**config.mk**
```make
export PLATFORM = sky130hd
export DESIGN_NAME = paged_linear_memory_mapper
export DESIGN_NICKNAME = d
export VERILOG_FILES = /design/src/paged_linear_memory_mapper.v
export VERILOG_INCLUDE_DIRS = /design/src
export SDC_FILE = /design/constraint.sdc
export NUM_CORES = 1
export LEC_CHECK = 0
export BUFFER_PORTS_ARGS = -buffer_cell sky130_fd_sc_hd__buf_2
export CAP_MARGIN = 25
export CORE_ASPECT_RATIO = 1.5
export CORE_MARGIN = 2
export CORE_UTILIZATION = 51
export CTS_CLUSTER_DIAMETER = 60
export CTS_CLUSTER_SIZE = 24
export DETAILED_ROUTE_END_ITERATION = 8
export PLACE_DENSITY = 0.82
export REMOVE_ABC_BUFFERS = 1
export SLEW_MARGIN = 20
export SYNTH_ARGS = -nofsm -noshare
export SYNTH_HDL_FRONTEND = slang
export SYNTH_SLANG_ARGS = --single-unit
```
**constraint.sdc**
```tcl
create_clock -name clock_i -period 2.9 [get_ports clock_i]
set_input_delay 0.29 -clock clock_i [delete_from_list [all_inputs] [get_ports clock_i]]
set_output_delay 0.29 -clock clock_i [all_outputs]
set_load 0.01 [all_outputs]
```
**src/plmm_map.vh**
```
// address map, field layout, reset values and codes of the memory mapper
`ifndef PLMM_MAP_VH
`define PLMM_MAP_VH

// register byte offsets on the AXI4-Lite port
`define OFS_PAGE_SELECT   5'h00
`define OFS_PTR_HIGH      5'h04
`define OFS_PTR_MID       5'h08
`define OFS_PTR_LOW       5'h0c
`define OFS_WORD_INCR     5'h10
`define OFS_BYTE_INCR     5'h14
`define OFS_BYTE_PORT     5'h18
`define OFS_PTR_ADD       5'h1c

// implemented widths
`define PAGE_BITS         3
`define PTR_BITS          17
`define WIN_OFS_BITS      14

// paging window is processor address 0x8000-0xbfff
`define WIN_SEL           2'b10

// reset values
`define PAGE_RESET        3'h2
`define PTR_RESET         17'h00000

// AXI responses
`define RESP_OKAY         2'b00
`define RESP_SLVERR       2'b10

`endif

```
**src/paged_linear_memory_mapper.v**
```verilog
// paged window translation and linear pointer data ports behind AXI4-Lite
//
// Operation
// - window accesses go to page-selected 16K block
// - every reset loads page select with two
// - window address is page above A13:A0
// - page select readable and writable by processor
// - 17-bit pointer addresses all three data ports
// - plain port read returns byte, pointer kept
// - plain port write stores byte, pointer kept
// - increment port read returns byte, then increments
// - increment port write stores byte, then increments
// - word and byte increment ports behave alike
// - add port adds sign-extended byte to pointer
// - add port reads zero, resets to zero

`include "plmm_map.vh"

module paged_linear_memory_mapper #(
  parameter ADDR_WIDTH = 16,
  parameter DATA_WIDTH = 8
) (
  input  wire                   clock_i,
  input  wire                   rst_n_i,
  // AXI4-Lite slave
  input  wire [31:0]            s_axi_awaddr_i,
  input  wire                   s_axi_awvalid_i,
  output wire                   s_axi_awready_o,
  input  wire [31:0]            s_axi_wdata_i,
  input  wire [3:0]             s_axi_wstrb_i,
  input  wire                   s_axi_wvalid_i,
  output wire                   s_axi_wready_o,
  output wire [1:0]             s_axi_bresp_o,
  output wire                   s_axi_bvalid_o,
  input  wire                   s_axi_bready_i,
  input  wire [31:0]            s_axi_araddr_i,
  input  wire                   s_axi_arvalid_i,
  output wire                   s_axi_arready_o,
  output wire [31:0]            s_axi_rdata_o,
  output wire [1:0]             s_axi_rresp_o,
  output wire                   s_axi_rvalid_o,
  input  wire                   s_axi_rready_i,
  // processor address translation
  input  wire [ADDR_WIDTH-1:0]  cpu_addr_i,
  output wire [`PTR_BITS-1:0]   ext_addr_o,
  output wire                   window_hit_o,
  // extended memory port for linear accesses
  output wire                   mem_req_o,
  output wire                   mem_we_o,
  output wire [`PTR_BITS-1:0]   mem_addr_o,
  output wire [DATA_WIDTH-1:0]  mem_wdata_o,
  input  wire [DATA_WIDTH-1:0]  mem_rdata_i,
  input  wire                   mem_ack_i
);

  // bus state machine codes
  localparam [2:0] ST_IDLE  = 3'h0;
  localparam [2:0] ST_WMEM  = 3'h1;
  localparam [2:0] ST_RMEM  = 3'h2;
  localparam [2:0] ST_BRESP = 3'h3;
  localparam [2:0] ST_RRESP = 3'h4;

  reg [`PAGE_BITS-1:0]  page_select;
  reg [`PTR_BITS-1:0]   pointer;
  reg [`PTR_BITS-1:0]   ext_addr;
  reg                   window_hit;

  reg [2:0]             state;
  reg                   aw_full;
  reg                   w_full;
  reg                   ar_full;
  reg [4:0]             aw_ofs;
  reg                   aw_ok;
  reg [DATA_WIDTH-1:0]  w_byte;
  reg                   w_lane0;
  reg [4:0]             ar_ofs;
  reg                   ar_ok;
  reg                   bvalid;
  reg [1:0]             bresp;
  reg                   rvalid;
  reg [1:0]             rresp;
  reg [31:0]            rdata;
  reg                   mem_req;
  reg                   mem_we;
  reg [`PTR_BITS-1:0]   mem_addr;
  reg [DATA_WIDTH-1:0]  mem_wdata;
  reg                   mem_incr;
  reg                   awready;
  reg                   wready;
  reg                   arready;

  wire [DATA_WIDTH-1:0] page_rd;
  wire [DATA_WIDTH-1:0] ptr_high_rd;
  wire [DATA_WIDTH-1:0] ptr_mid_rd;
  wire [DATA_WIDTH-1:0] ptr_low_rd;
  wire [`PTR_BITS-1:0]  add_ext;
  wire [`PTR_BITS-1:0]  ptr_plus_one;
  wire                  w_is_data;
  wire                  w_is_incr;
  wire                  r_is_data;
  wire                  r_is_incr;
  wire                  aw_take;
  wire                  w_take;
  wire                  ar_take;
  reg  [DATA_WIDTH-1:0] reg_rd;

  // unimplemented page and pointer bits read as zero
  assign page_rd = {{(DATA_WIDTH-`PAGE_BITS){1'b0}},
                    page_select};
  assign ptr_high_rd = {{(DATA_WIDTH-1){1'b0}},
                        pointer[16]};
  assign ptr_mid_rd = pointer[15:8];
  assign ptr_low_rd = pointer[7:0];

  // sign-extended addend; 17-bit width gives the modulo wrap
  assign add_ext = {{(`PTR_BITS-DATA_WIDTH){w_byte[DATA_WIDTH-1]}},
                    w_byte};
  assign ptr_plus_one = pointer + 17'h00001;

  // both increment ports decode to the same behaviour
  assign w_is_incr = (aw_ofs == `OFS_WORD_INCR) ||
                     (aw_ofs == `OFS_BYTE_INCR);
  assign w_is_data = w_is_incr || (aw_ofs == `OFS_BYTE_PORT);
  assign r_is_incr = (ar_ofs == `OFS_WORD_INCR) ||
                     (ar_ofs == `OFS_BYTE_INCR);
  assign r_is_data = r_is_incr || (ar_ofs == `OFS_BYTE_PORT);

  assign aw_take = s_axi_awvalid_i && !aw_full;
  assign w_take  = s_axi_wvalid_i && !w_full;
  assign ar_take = s_axi_arvalid_i && !ar_full;

  // register read mux for the non-memory registers
  always @* begin
    reg_rd = {DATA_WIDTH{1'b0}};
    case (ar_ofs)
      `OFS_PAGE_SELECT: reg_rd = page_rd;
      `OFS_PTR_HIGH:    reg_rd = ptr_high_rd;
      `OFS_PTR_MID:     reg_rd = ptr_mid_rd;
      `OFS_PTR_LOW:     reg_rd = ptr_low_rd;
      `OFS_PTR_ADD:     reg_rd = {DATA_WIDTH{1'b0}};
      default:          reg_rd = {DATA_WIDTH{1'b0}};
    endcase
  end

  // processor window translation, one cycle of latency
  always @(posedge clock_i) begin
    if (!rst_n_i) begin
      ext_addr   <= {`PTR_BITS{1'b0}};
      window_hit <= 1'b0;
    end else if (cpu_addr_i[15:14] == `WIN_SEL) begin
      ext_addr   <= {page_select,
                     cpu_addr_i[`WIN_OFS_BITS-1:0]};
      window_hit <= 1'b1;
    end else begin
      ext_addr   <= {1'b0, cpu_addr_i[15:0]};
      window_hit <= 1'b0;
    end
  end

  // address and data capture; write address and data in either order
  always @(posedge clock_i) begin
    if (!rst_n_i) begin
      aw_full <= 1'b0;
      aw_ofs  <= 5'h00;
      aw_ok   <= 1'b0;
      w_full  <= 1'b0;
      w_byte  <= {DATA_WIDTH{1'b0}};
      w_lane0 <= 1'b0;
      ar_full <= 1'b0;
      ar_ofs  <= 5'h00;
      ar_ok   <= 1'b0;
    end else begin
      if (aw_take) begin
        aw_full <= 1'b1;
        aw_ofs  <= s_axi_awaddr_i[4:0];
        aw_ok   <= (s_axi_awaddr_i[31:5] == 27'h0000000) &&
                   (s_axi_awaddr_i[1:0] == 2'b00);
      end else if (bvalid && s_axi_bready_i) begin
        aw_full <= 1'b0;
      end
      if (w_take) begin
        w_full  <= 1'b1;
        w_byte  <= s_axi_wdata_i[DATA_WIDTH-1:0];
        w_lane0 <= s_axi_wstrb_i[0];
      end else if (bvalid && s_axi_bready_i) begin
        w_full  <= 1'b0;
      end
      if (ar_take) begin
        ar_full <= 1'b1;
        ar_ofs  <= s_axi_araddr_i[4:0];
        ar_ok   <= (s_axi_araddr_i[31:5] == 27'h0000000) &&
                   (s_axi_araddr_i[1:0] == 2'b00);
      end else if (rvalid && s_axi_rready_i) begin
        ar_full <= 1'b0;
      end
    end
  end

  // ready flags live in their own flip-flops so no gate sits before a port
  always @(posedge clock_i) begin
    if (!rst_n_i) begin
      awready <= 1'b1;
    end else if (aw_take) begin
      awready <= 1'b0;
    end else if (bvalid && s_axi_bready_i) begin
      awready <= 1'b1;
    end
  end

  always @(posedge clock_i) begin
    if (!rst_n_i) begin
      wready <= 1'b1;
    end else if (w_take) begin
      wready <= 1'b0;
    end else if (bvalid && s_axi_bready_i) begin
      wready <= 1'b1;
    end
  end

  always @(posedge clock_i) begin
    if (!rst_n_i) begin
      arready <= 1'b1;
    end else if (ar_take) begin
      arready <= 1'b0;
    end else if (rvalid && s_axi_rready_i) begin
      arready <= 1'b1;
    end
  end

  // one transfer at a time; a pending write is served before a read
  always @(posedge clock_i) begin
    if (!rst_n_i) begin
      state       <= ST_IDLE;
      page_select <= `PAGE_RESET;
      pointer     <= `PTR_RESET;
      bvalid      <= 1'b0;
      bresp       <= `RESP_OKAY;
      rvalid      <= 1'b0;
      rresp       <= `RESP_OKAY;
      rdata       <= 32'h00000000;
      mem_req     <= 1'b0;
      mem_we      <= 1'b0;
      mem_addr    <= {`PTR_BITS{1'b0}};
      mem_wdata   <= {DATA_WIDTH{1'b0}};
      mem_incr    <= 1'b0;
    end else begin
      case (state)
        ST_IDLE: begin
          if (aw_full && w_full) begin
            bresp <= aw_ok ? `RESP_OKAY : `RESP_SLVERR;
            if (aw_ok && w_lane0 && w_is_data) begin
              // pointer is held while the memory cycle runs
              mem_req   <= 1'b1;
              mem_we    <= 1'b1;
              mem_addr  <= pointer;
              mem_wdata <= w_byte;
              mem_incr  <= w_is_incr;
              state     <= ST_WMEM;
            end else begin
              if (aw_ok && w_lane0) begin
                case (aw_ofs)
                  `OFS_PAGE_SELECT:
                    page_select <= w_byte[`PAGE_BITS-1:0];
                  `OFS_PTR_HIGH:
                    pointer[16] <= w_byte[0];
                  `OFS_PTR_MID:
                    pointer[15:8] <= w_byte;
                  `OFS_PTR_LOW:
                    pointer[7:0] <= w_byte;
                  `OFS_PTR_ADD:
                    pointer <= pointer + add_ext;
                  default: begin
                  end
                endcase
              end
              bvalid <= 1'b1;
              state  <= ST_BRESP;
            end
          end else if (ar_full) begin
            rresp <= ar_ok ? `RESP_OKAY : `RESP_SLVERR;
            if (ar_ok && r_is_data) begin
              mem_req  <= 1'b1;
              mem_we   <= 1'b0;
              mem_addr <= pointer;
              mem_incr <= r_is_incr;
              state    <= ST_RMEM;
            end else begin
              rdata  <= ar_ok ? {24'h000000, reg_rd} : 32'h00000000;
              rvalid <= 1'b1;
              state  <= ST_RRESP;
            end
          end
        end
        ST_WMEM: begin
          if (mem_ack_i) begin
            mem_req <= 1'b0;
            // increment only after the store is acknowledged
            if (mem_incr) begin
              pointer <= ptr_plus_one;
            end
            bvalid <= 1'b1;
            state  <= ST_BRESP;
          end
        end
        ST_RMEM: begin
          if (mem_ack_i) begin
            mem_req <= 1'b0;
            rdata   <= {24'h000000, mem_rdata_i};
            if (mem_incr) begin
              pointer <= ptr_plus_one;
            end
            rvalid <= 1'b1;
            state  <= ST_RRESP;
          end
        end
        ST_BRESP: begin
          if (s_axi_bready_i) begin
            bvalid <= 1'b0;
            state  <= ST_IDLE;
          end
        end
        ST_RRESP: begin
          if (s_axi_rready_i) begin
            rvalid <= 1'b0;
            state  <= ST_IDLE;
          end
        end
        default: begin
          mem_req <= 1'b0;
          state   <= ST_IDLE;
        end
      endcase
    end
  end

  // every port is driven straight from a flip-flop
  assign s_axi_awready_o = awready;
  assign s_axi_wready_o  = wready;
  assign s_axi_arready_o = arready;
  assign s_axi_bvalid_o  = bvalid;
  assign s_axi_bresp_o   = bresp;
  assign s_axi_rvalid_o  = rvalid;
  assign s_axi_rresp_o   = rresp;
  assign s_axi_rdata_o   = rdata;
  assign ext_addr_o      = ext_addr;
  assign window_hit_o    = window_hit;
  assign mem_req_o       = mem_req;
  assign mem_we_o        = mem_we;
  assign mem_addr_o      = mem_addr;
  assign mem_wdata_o     = mem_wdata;

endmodule // paged_linear_memory_mapper

```
==> flow_summary.html <==
<table>
<tr><th>Metric</th><th>Value</th></tr>
<tr><th colspan="2">Synthesis</th></tr>
<tr><td>Warnings, synthesis</td><td>0</td></tr>
<tr><td>Seq cells post-synth</td><td>108</td></tr>
<tr><td>Area share of the largest cell type after synthesis</td><td>35.3%</td></tr>
<tr><td>Netlist Area Pre-Place</td><td>6130 um^2</td></tr>
<tr><td>Syn_area_per_cell</td><td>8.08 um^2</td></tr>
<tr><td>Synth unique cells</td><td>66</td></tr>
<tr><td>Main area contributors after synthesis</td><td>dfxtp_1 (35%), nand2_1 (7.5%), a21boi_0 (5.3%), o21ai_0 (3.7%), a21oi_1 (3.6%)</td></tr>
<tr><td>Share of the yosys chip area belonging to registers</td><td>35.3%</td></tr>
<tr><td>Number of enable-type register cells in the synthesized netlist</td><td>0</td></tr>
<tr><td>Fraction of registers with async set/reset</td><td>0%</td></tr>
<tr><td>Cells after synthesis</td><td>758</td></tr>
<tr><td>Largest area contributor in the synthesized netlist</td><td>dfxtp_1</td></tr>
<tr><td>Primary FF master, synth</td><td>dfxtp_1</td></tr>
<tr><th colspan="2">Worst hold path</th></tr>
<tr><td>Hold worst-path end</td><td>ext_addr_o[6]$_SDFF_PN0_</td></tr>
<tr><td>Worst hold path startpoint</td><td>cpu_addr_i[6]</td></tr>
<tr><td>Classification of the worst-slack hold path</td><td>input pin to register</td></tr>
<tr><td>Cell depth of the worst min-delay path</td><td>2</td></tr>
<tr><th colspan="2">Clock tree</th></tr>
<tr><td>Clock H-tree levels</td><td>3</td></tr>
<tr><td>CTS Buffer Depth</td><td>2</td></tr>
<tr><td>Post-CTS setup buffer count</td><td>0</td></tr>
<tr><td>Clk_lat worst skew</td><td>0.35 ns</td></tr>
<tr><td>TritonCTS clock tree</td><td>built</td></tr>
<tr><td>Clock edge transition at the registers on the reported setup and hold paths</td><td>0.09 ns</td></tr>
<tr><td>Post-CTS sizing</td><td>0</td></tr>
<tr><td># hold bufs at CTS</td><td>0</td></tr>
<tr><td>TritonCTS sink count</td><td>108</td></tr>
<tr><td>Clock buffer count from CTS</td><td>9</td></tr>
<tr><td>Clock tree root buffer cell</td><td>clkbuf_16</td></tr>
<tr><th colspan="2">STA</th></tr>
<tr><td>Post-route fraction of the period consumed by the critical path</td><td>91.1%</td></tr>
<tr><td>Max Clk Rate</td><td>0.379 GHz</td></tr>
<tr><td>Finish-stage setup viols</td><td>0</td></tr>
<tr><td>Post-layout minimum cycle time</td><td>2.64 ns</td></tr>
<tr><td>Worst rel slew slack</td><td>42.4%</td></tr>
<tr><td>Transition time at the pin with the least slew margin</td><td>0.862 ns</td></tr>
<tr><td>Max Transition Viols Final</td><td>0</td></tr>
<tr><td>Setup TNS after final layout</td><td>0 ns</td></tr>
<tr><td>Final Hold Fails</td><td>0</td></tr>
<tr><td>Post-Route Skew</td><td>0.0114 ns</td></tr>
<tr><td>RSZ-0062 raised after global routing</td><td>false</td></tr>
<tr><th colspan="2">Routing</th></tr>
<tr><td>Routed WL</td><td>17.0 mm</td></tr>
<tr><td>Routed length per placed instance</td><td>16.0 um</td></tr>
<tr><td>Detailed-router iteration count before antenna repair</td><td>6</td></tr>
<tr><td>Via count normalized by instance count</td><td>5.69</td></tr>
<tr><td>Iteration-0 DRC Markers</td><td>335</td></tr>
<tr><td>Residual DRC count</td><td>0</td></tr>
<tr><td>Vias post-DR</td><td>6,053</td></tr>
<tr><td>Count of nets left with antenna violations after detail routing</td><td>0</td></tr>
<tr><th colspan="2">Pwr</th></tr>
<tr><td>Power per Cell Area</td><td>458 nW/um^2</td></tr>
<tr><td>Leakage</td><td>0.00317 uW</td></tr>
<tr><td>Maximum ir drop on the vdd rail</td><td>0.336 mV</td></tr>
<tr><td>Total Power Consumption</td><td>3340 uW</td></tr>
<tr><th colspan="2">Setup path</th></tr>
<tr><td>WP data required</td><td>3.12 ns</td></tr>
<tr><td>Most Frequent Cell on Critical Path</td><td>nor3_1</td></tr>
<tr><td>Cell family with the largest share of critical-path delay</td><td>compound AO/OA/AOI/OAI gates</td></tr>
<tr><td>Critical path cell sequence</td><td>ha_1 &gt; fa_1 &gt; a211oi_1 &gt; nor3_1 &gt; nor2_1 &gt; xnor2_1 &gt; a2111oi_1 &gt; nor3_1</td></tr>
<tr><td>Critical R2R Launch</td><td>w_byte[0]$_SDFFE_PN0P_</td></tr>
<tr><td>Arr. time, crit path</td><td>2.86 ns</td></tr>
<tr><td>Crit-path max FO</td><td>5</td></tr>
<tr><td>Worst Path Class, Setup</td><td>register to register</td></tr>
<tr><td>Slowest stage delay, CP</td><td>0.49 ns</td></tr>
<tr><td>CP max stage cell</td><td>a211oi_1</td></tr>
<tr><td>Terminus of the critical flop-to-flop path</td><td>pointer[8]$_SDFFE_PN0P_</td></tr>
<tr><td>Worst Setup End Kind</td><td>register</td></tr>
<tr><td>Logic depth of the worst register-to-register path</td><td>8</td></tr>
<tr><td>Worst reg-to-reg setup slack</td><td>0.26 ns</td></tr>
<tr><td>Startpoint kind of the worst setup timing path</td><td>register</td></tr>
<tr><td>WP buf/inv</td><td>0</td></tr>
<tr><th colspan="2">Die</th></tr>
<tr><td>Vertical extent of the die</td><td>138 um</td></tr>
<tr><td>CORE AREA</td><td>11,800 um^2</td></tr>
<tr><td>Total I/O pin count</td><td>218</td></tr>
<tr><td>Full die area</td><td>12,900 um^2</td></tr>
<tr><td>Starting Density</td><td>51.8%</td></tr>
<tr><td>Row count</td><td>49</td></tr>
<tr><td>Die width</td><td>93.5 um</td></tr>
<tr><th colspan="2">Global routing</th></tr>
<tr><td>Number of global-route vias before repair</td><td>5,746</td></tr>
<tr><td>Met1 Resource Use GR</td><td>30.0%</td></tr>
<tr><td>Met2 Usage GRT</td><td>45.6%</td></tr>
<tr><td>Gr ovfl total</td><td>0</td></tr>
<tr><td>Gr usage total</td><td>25.8%</td></tr>
<tr><td>Busiest layer in global routing</td><td>met2</td></tr>
<tr><td>Pin count of the biggest net entering global routing</td><td>112</td></tr>
<tr><td>Wire length of the first global-routing pass</td><td>27.3 mm</td></tr>
<tr><td>Antenna violations before repair</td><td>0</td></tr>
<tr><td>Met3 global-route usage</td><td>3.49%</td></tr>
<tr><th colspan="2">Placement</th></tr>
<tr><td>Cell area after placement</td><td>6980 um^2</td></tr>
<tr><td>DP Wirelength</td><td>12.6 mm</td></tr>
<tr><td>Port buffer count</td><td>164</td></tr>
<tr><td>Final GP Congestion</td><td>0.937</td></tr>
<tr><th colspan="2">Cells and area</th></tr>
<tr><td>Number of filler instances in the final layout</td><td>1,072</td></tr>
<tr><td>Final instance area</td><td>7300 um^2</td></tr>
<tr><td>Share of layout cells above drive strength 1</td><td>22.7%</td></tr>
<tr><td>Layout net count</td><td>1,055</td></tr>
<tr><td>Synthesis-to-layout area growth</td><td>19.1%</td></tr>
<tr><td>Antenna cell count</td><td>0</td></tr>
<tr><th colspan="2">Run status</th></tr>
<tr><td>Result of the run</td><td>complete, no violations</td></tr>
<tr><th colspan="2">Flow run</th></tr>
<tr><td>Max-cap viol count</td><td>0</td></tr>
</table>
[synthesized netlist by cell type, types with 4 or more instances]
cell type and instances:
ha_1 17, dfxtp_1 108, and2_1 24, and3_1 4, o211ai_1 9, o21a_1 8
xor2_1 4, o31ai_1 4, xnor2_1 7, clkbuf_1 30, a21o_1 8, a21oi_1 44
a211oi_1 7, nor2_1 36, and4_1 4, nand4_1 9, nand2b_1 6, a31oi_1 10
o211a_1 12, nand3_1 27, buf_2 7, nand2_1 122, inv_1 7, nor2b_1 21
buf_4 28, nor3_1 18, o21ai_0 45, a21boi_0 43, nor4_1 15, mux2i_1 21
[power breakdown]
group          total [uW]  switching, uW  internal, uW
registers            1590           52.9          1540
logic                 469            266           203
clock network        1280            653           626
[flip-flops by register name, summed over array words and instances, names as in the netlist, 3 cells and up]
signal	count
ext_addr_o	17
mem_addr_o	17
pointer	17
mem_wdata_o	8
s_axi_rdata_o	8
w_byte	8
ar_ofs	5
aw_ofs	5
page_select	3
state	3
[how the worst max path moves through the flow]
stage	start	end	slack [ns]	cells after the start
6_report	w_byte[0]$_SDFFE_PN0P_	pointer[8]$_SDFFE_PN0P_	0.26	8
3_5_place_dp	w_byte[0]$_SDFFE_PN0P_	pointer[8]$_SDFFE_PN0P_	0.42	8
5_1_grt	w_byte[0]$_SDFFE_PN0P_	pointer[12]$_SDFFE_PN0P_	0.22	8
4_1_cts	w_byte[0]$_SDFFE_PN0P_	pointer[8]$_SDFFE_PN0P_	0.31	8
2_1_floorplan	state[0]$_SDFFE_PN0P_	mem_incr$_SDFFE_PN0P_	0.35	6
3_3_place_gp	w_byte[0]$_SDFFE_PN0P_	pointer[8]$_SDFFE_PN0P_	0.43	8
[metal layers]
layer	up-vias	part of all wire, %
met3	55	5.0
li1	2970	-
met4	0	4.3
met2	239	51
met1	2789	39
met5	-	0
[cells in the final DEF, fill, tap and decap left out, drive strengths merged, types with 24 or more instances in the layout]
master	count
dfxtp	108
a21oi	44
and2	24
nand3	27
conb	26
o21ai	45
buf	178
nor2	38
a21boi	43
nand2	122
[logic make-up (layout without fill, tap and decap cells)]
kind of cell | after synthesis | in the layout | share of synthesized area [%]
AOI/OAI and AO/OA | 220 | 220 | 24.7
buffers and inverters | 75 | 202 | 6.57
other | 1 | 26 | 0.0612
muxes | 22 | 22 | 3.80
and+or+nand+nor | 303 | 303 | 24.2
adders and majority gates | 18 | 18 | 3.80
xor gates and xnor gates | 11 | 11 | 1.57
DFF | 108 | 108 | 35.3
[per-stage QoR]
step	util (%)	std cells	setup slack, ns	hold WS [ns]
after floorplan	-	715	0.348	0.352
after global placement	59.0	1046	0.434	0.446
after detailed placement	59.0	1046	0.420	0.455
after CTS	61.6	1062	0.313	0.130
after global routing	61.7	1063	0.217	0.130
final	61.7	1063	0.259	0.134
[layout make-up]
| class | count | area, um^2 | area share [%] |
|---|---|---|---|
| inverters | 7 | 26.3 | 0.360 |
| repair buffers | 179 | 943 | 12.9 |
| well taps | 153 | 191 | 2.62 |
| clock buffers | 9 | 225 | 3.09 |
| multi-input cells | 600 | 3660 | 50.1 |
| flip-flops and latches | 108 | 2160 | 29.6 |
| clock inverters | 7 | 91.3 | 1.25 |
(Power assumes the default switching activity.)
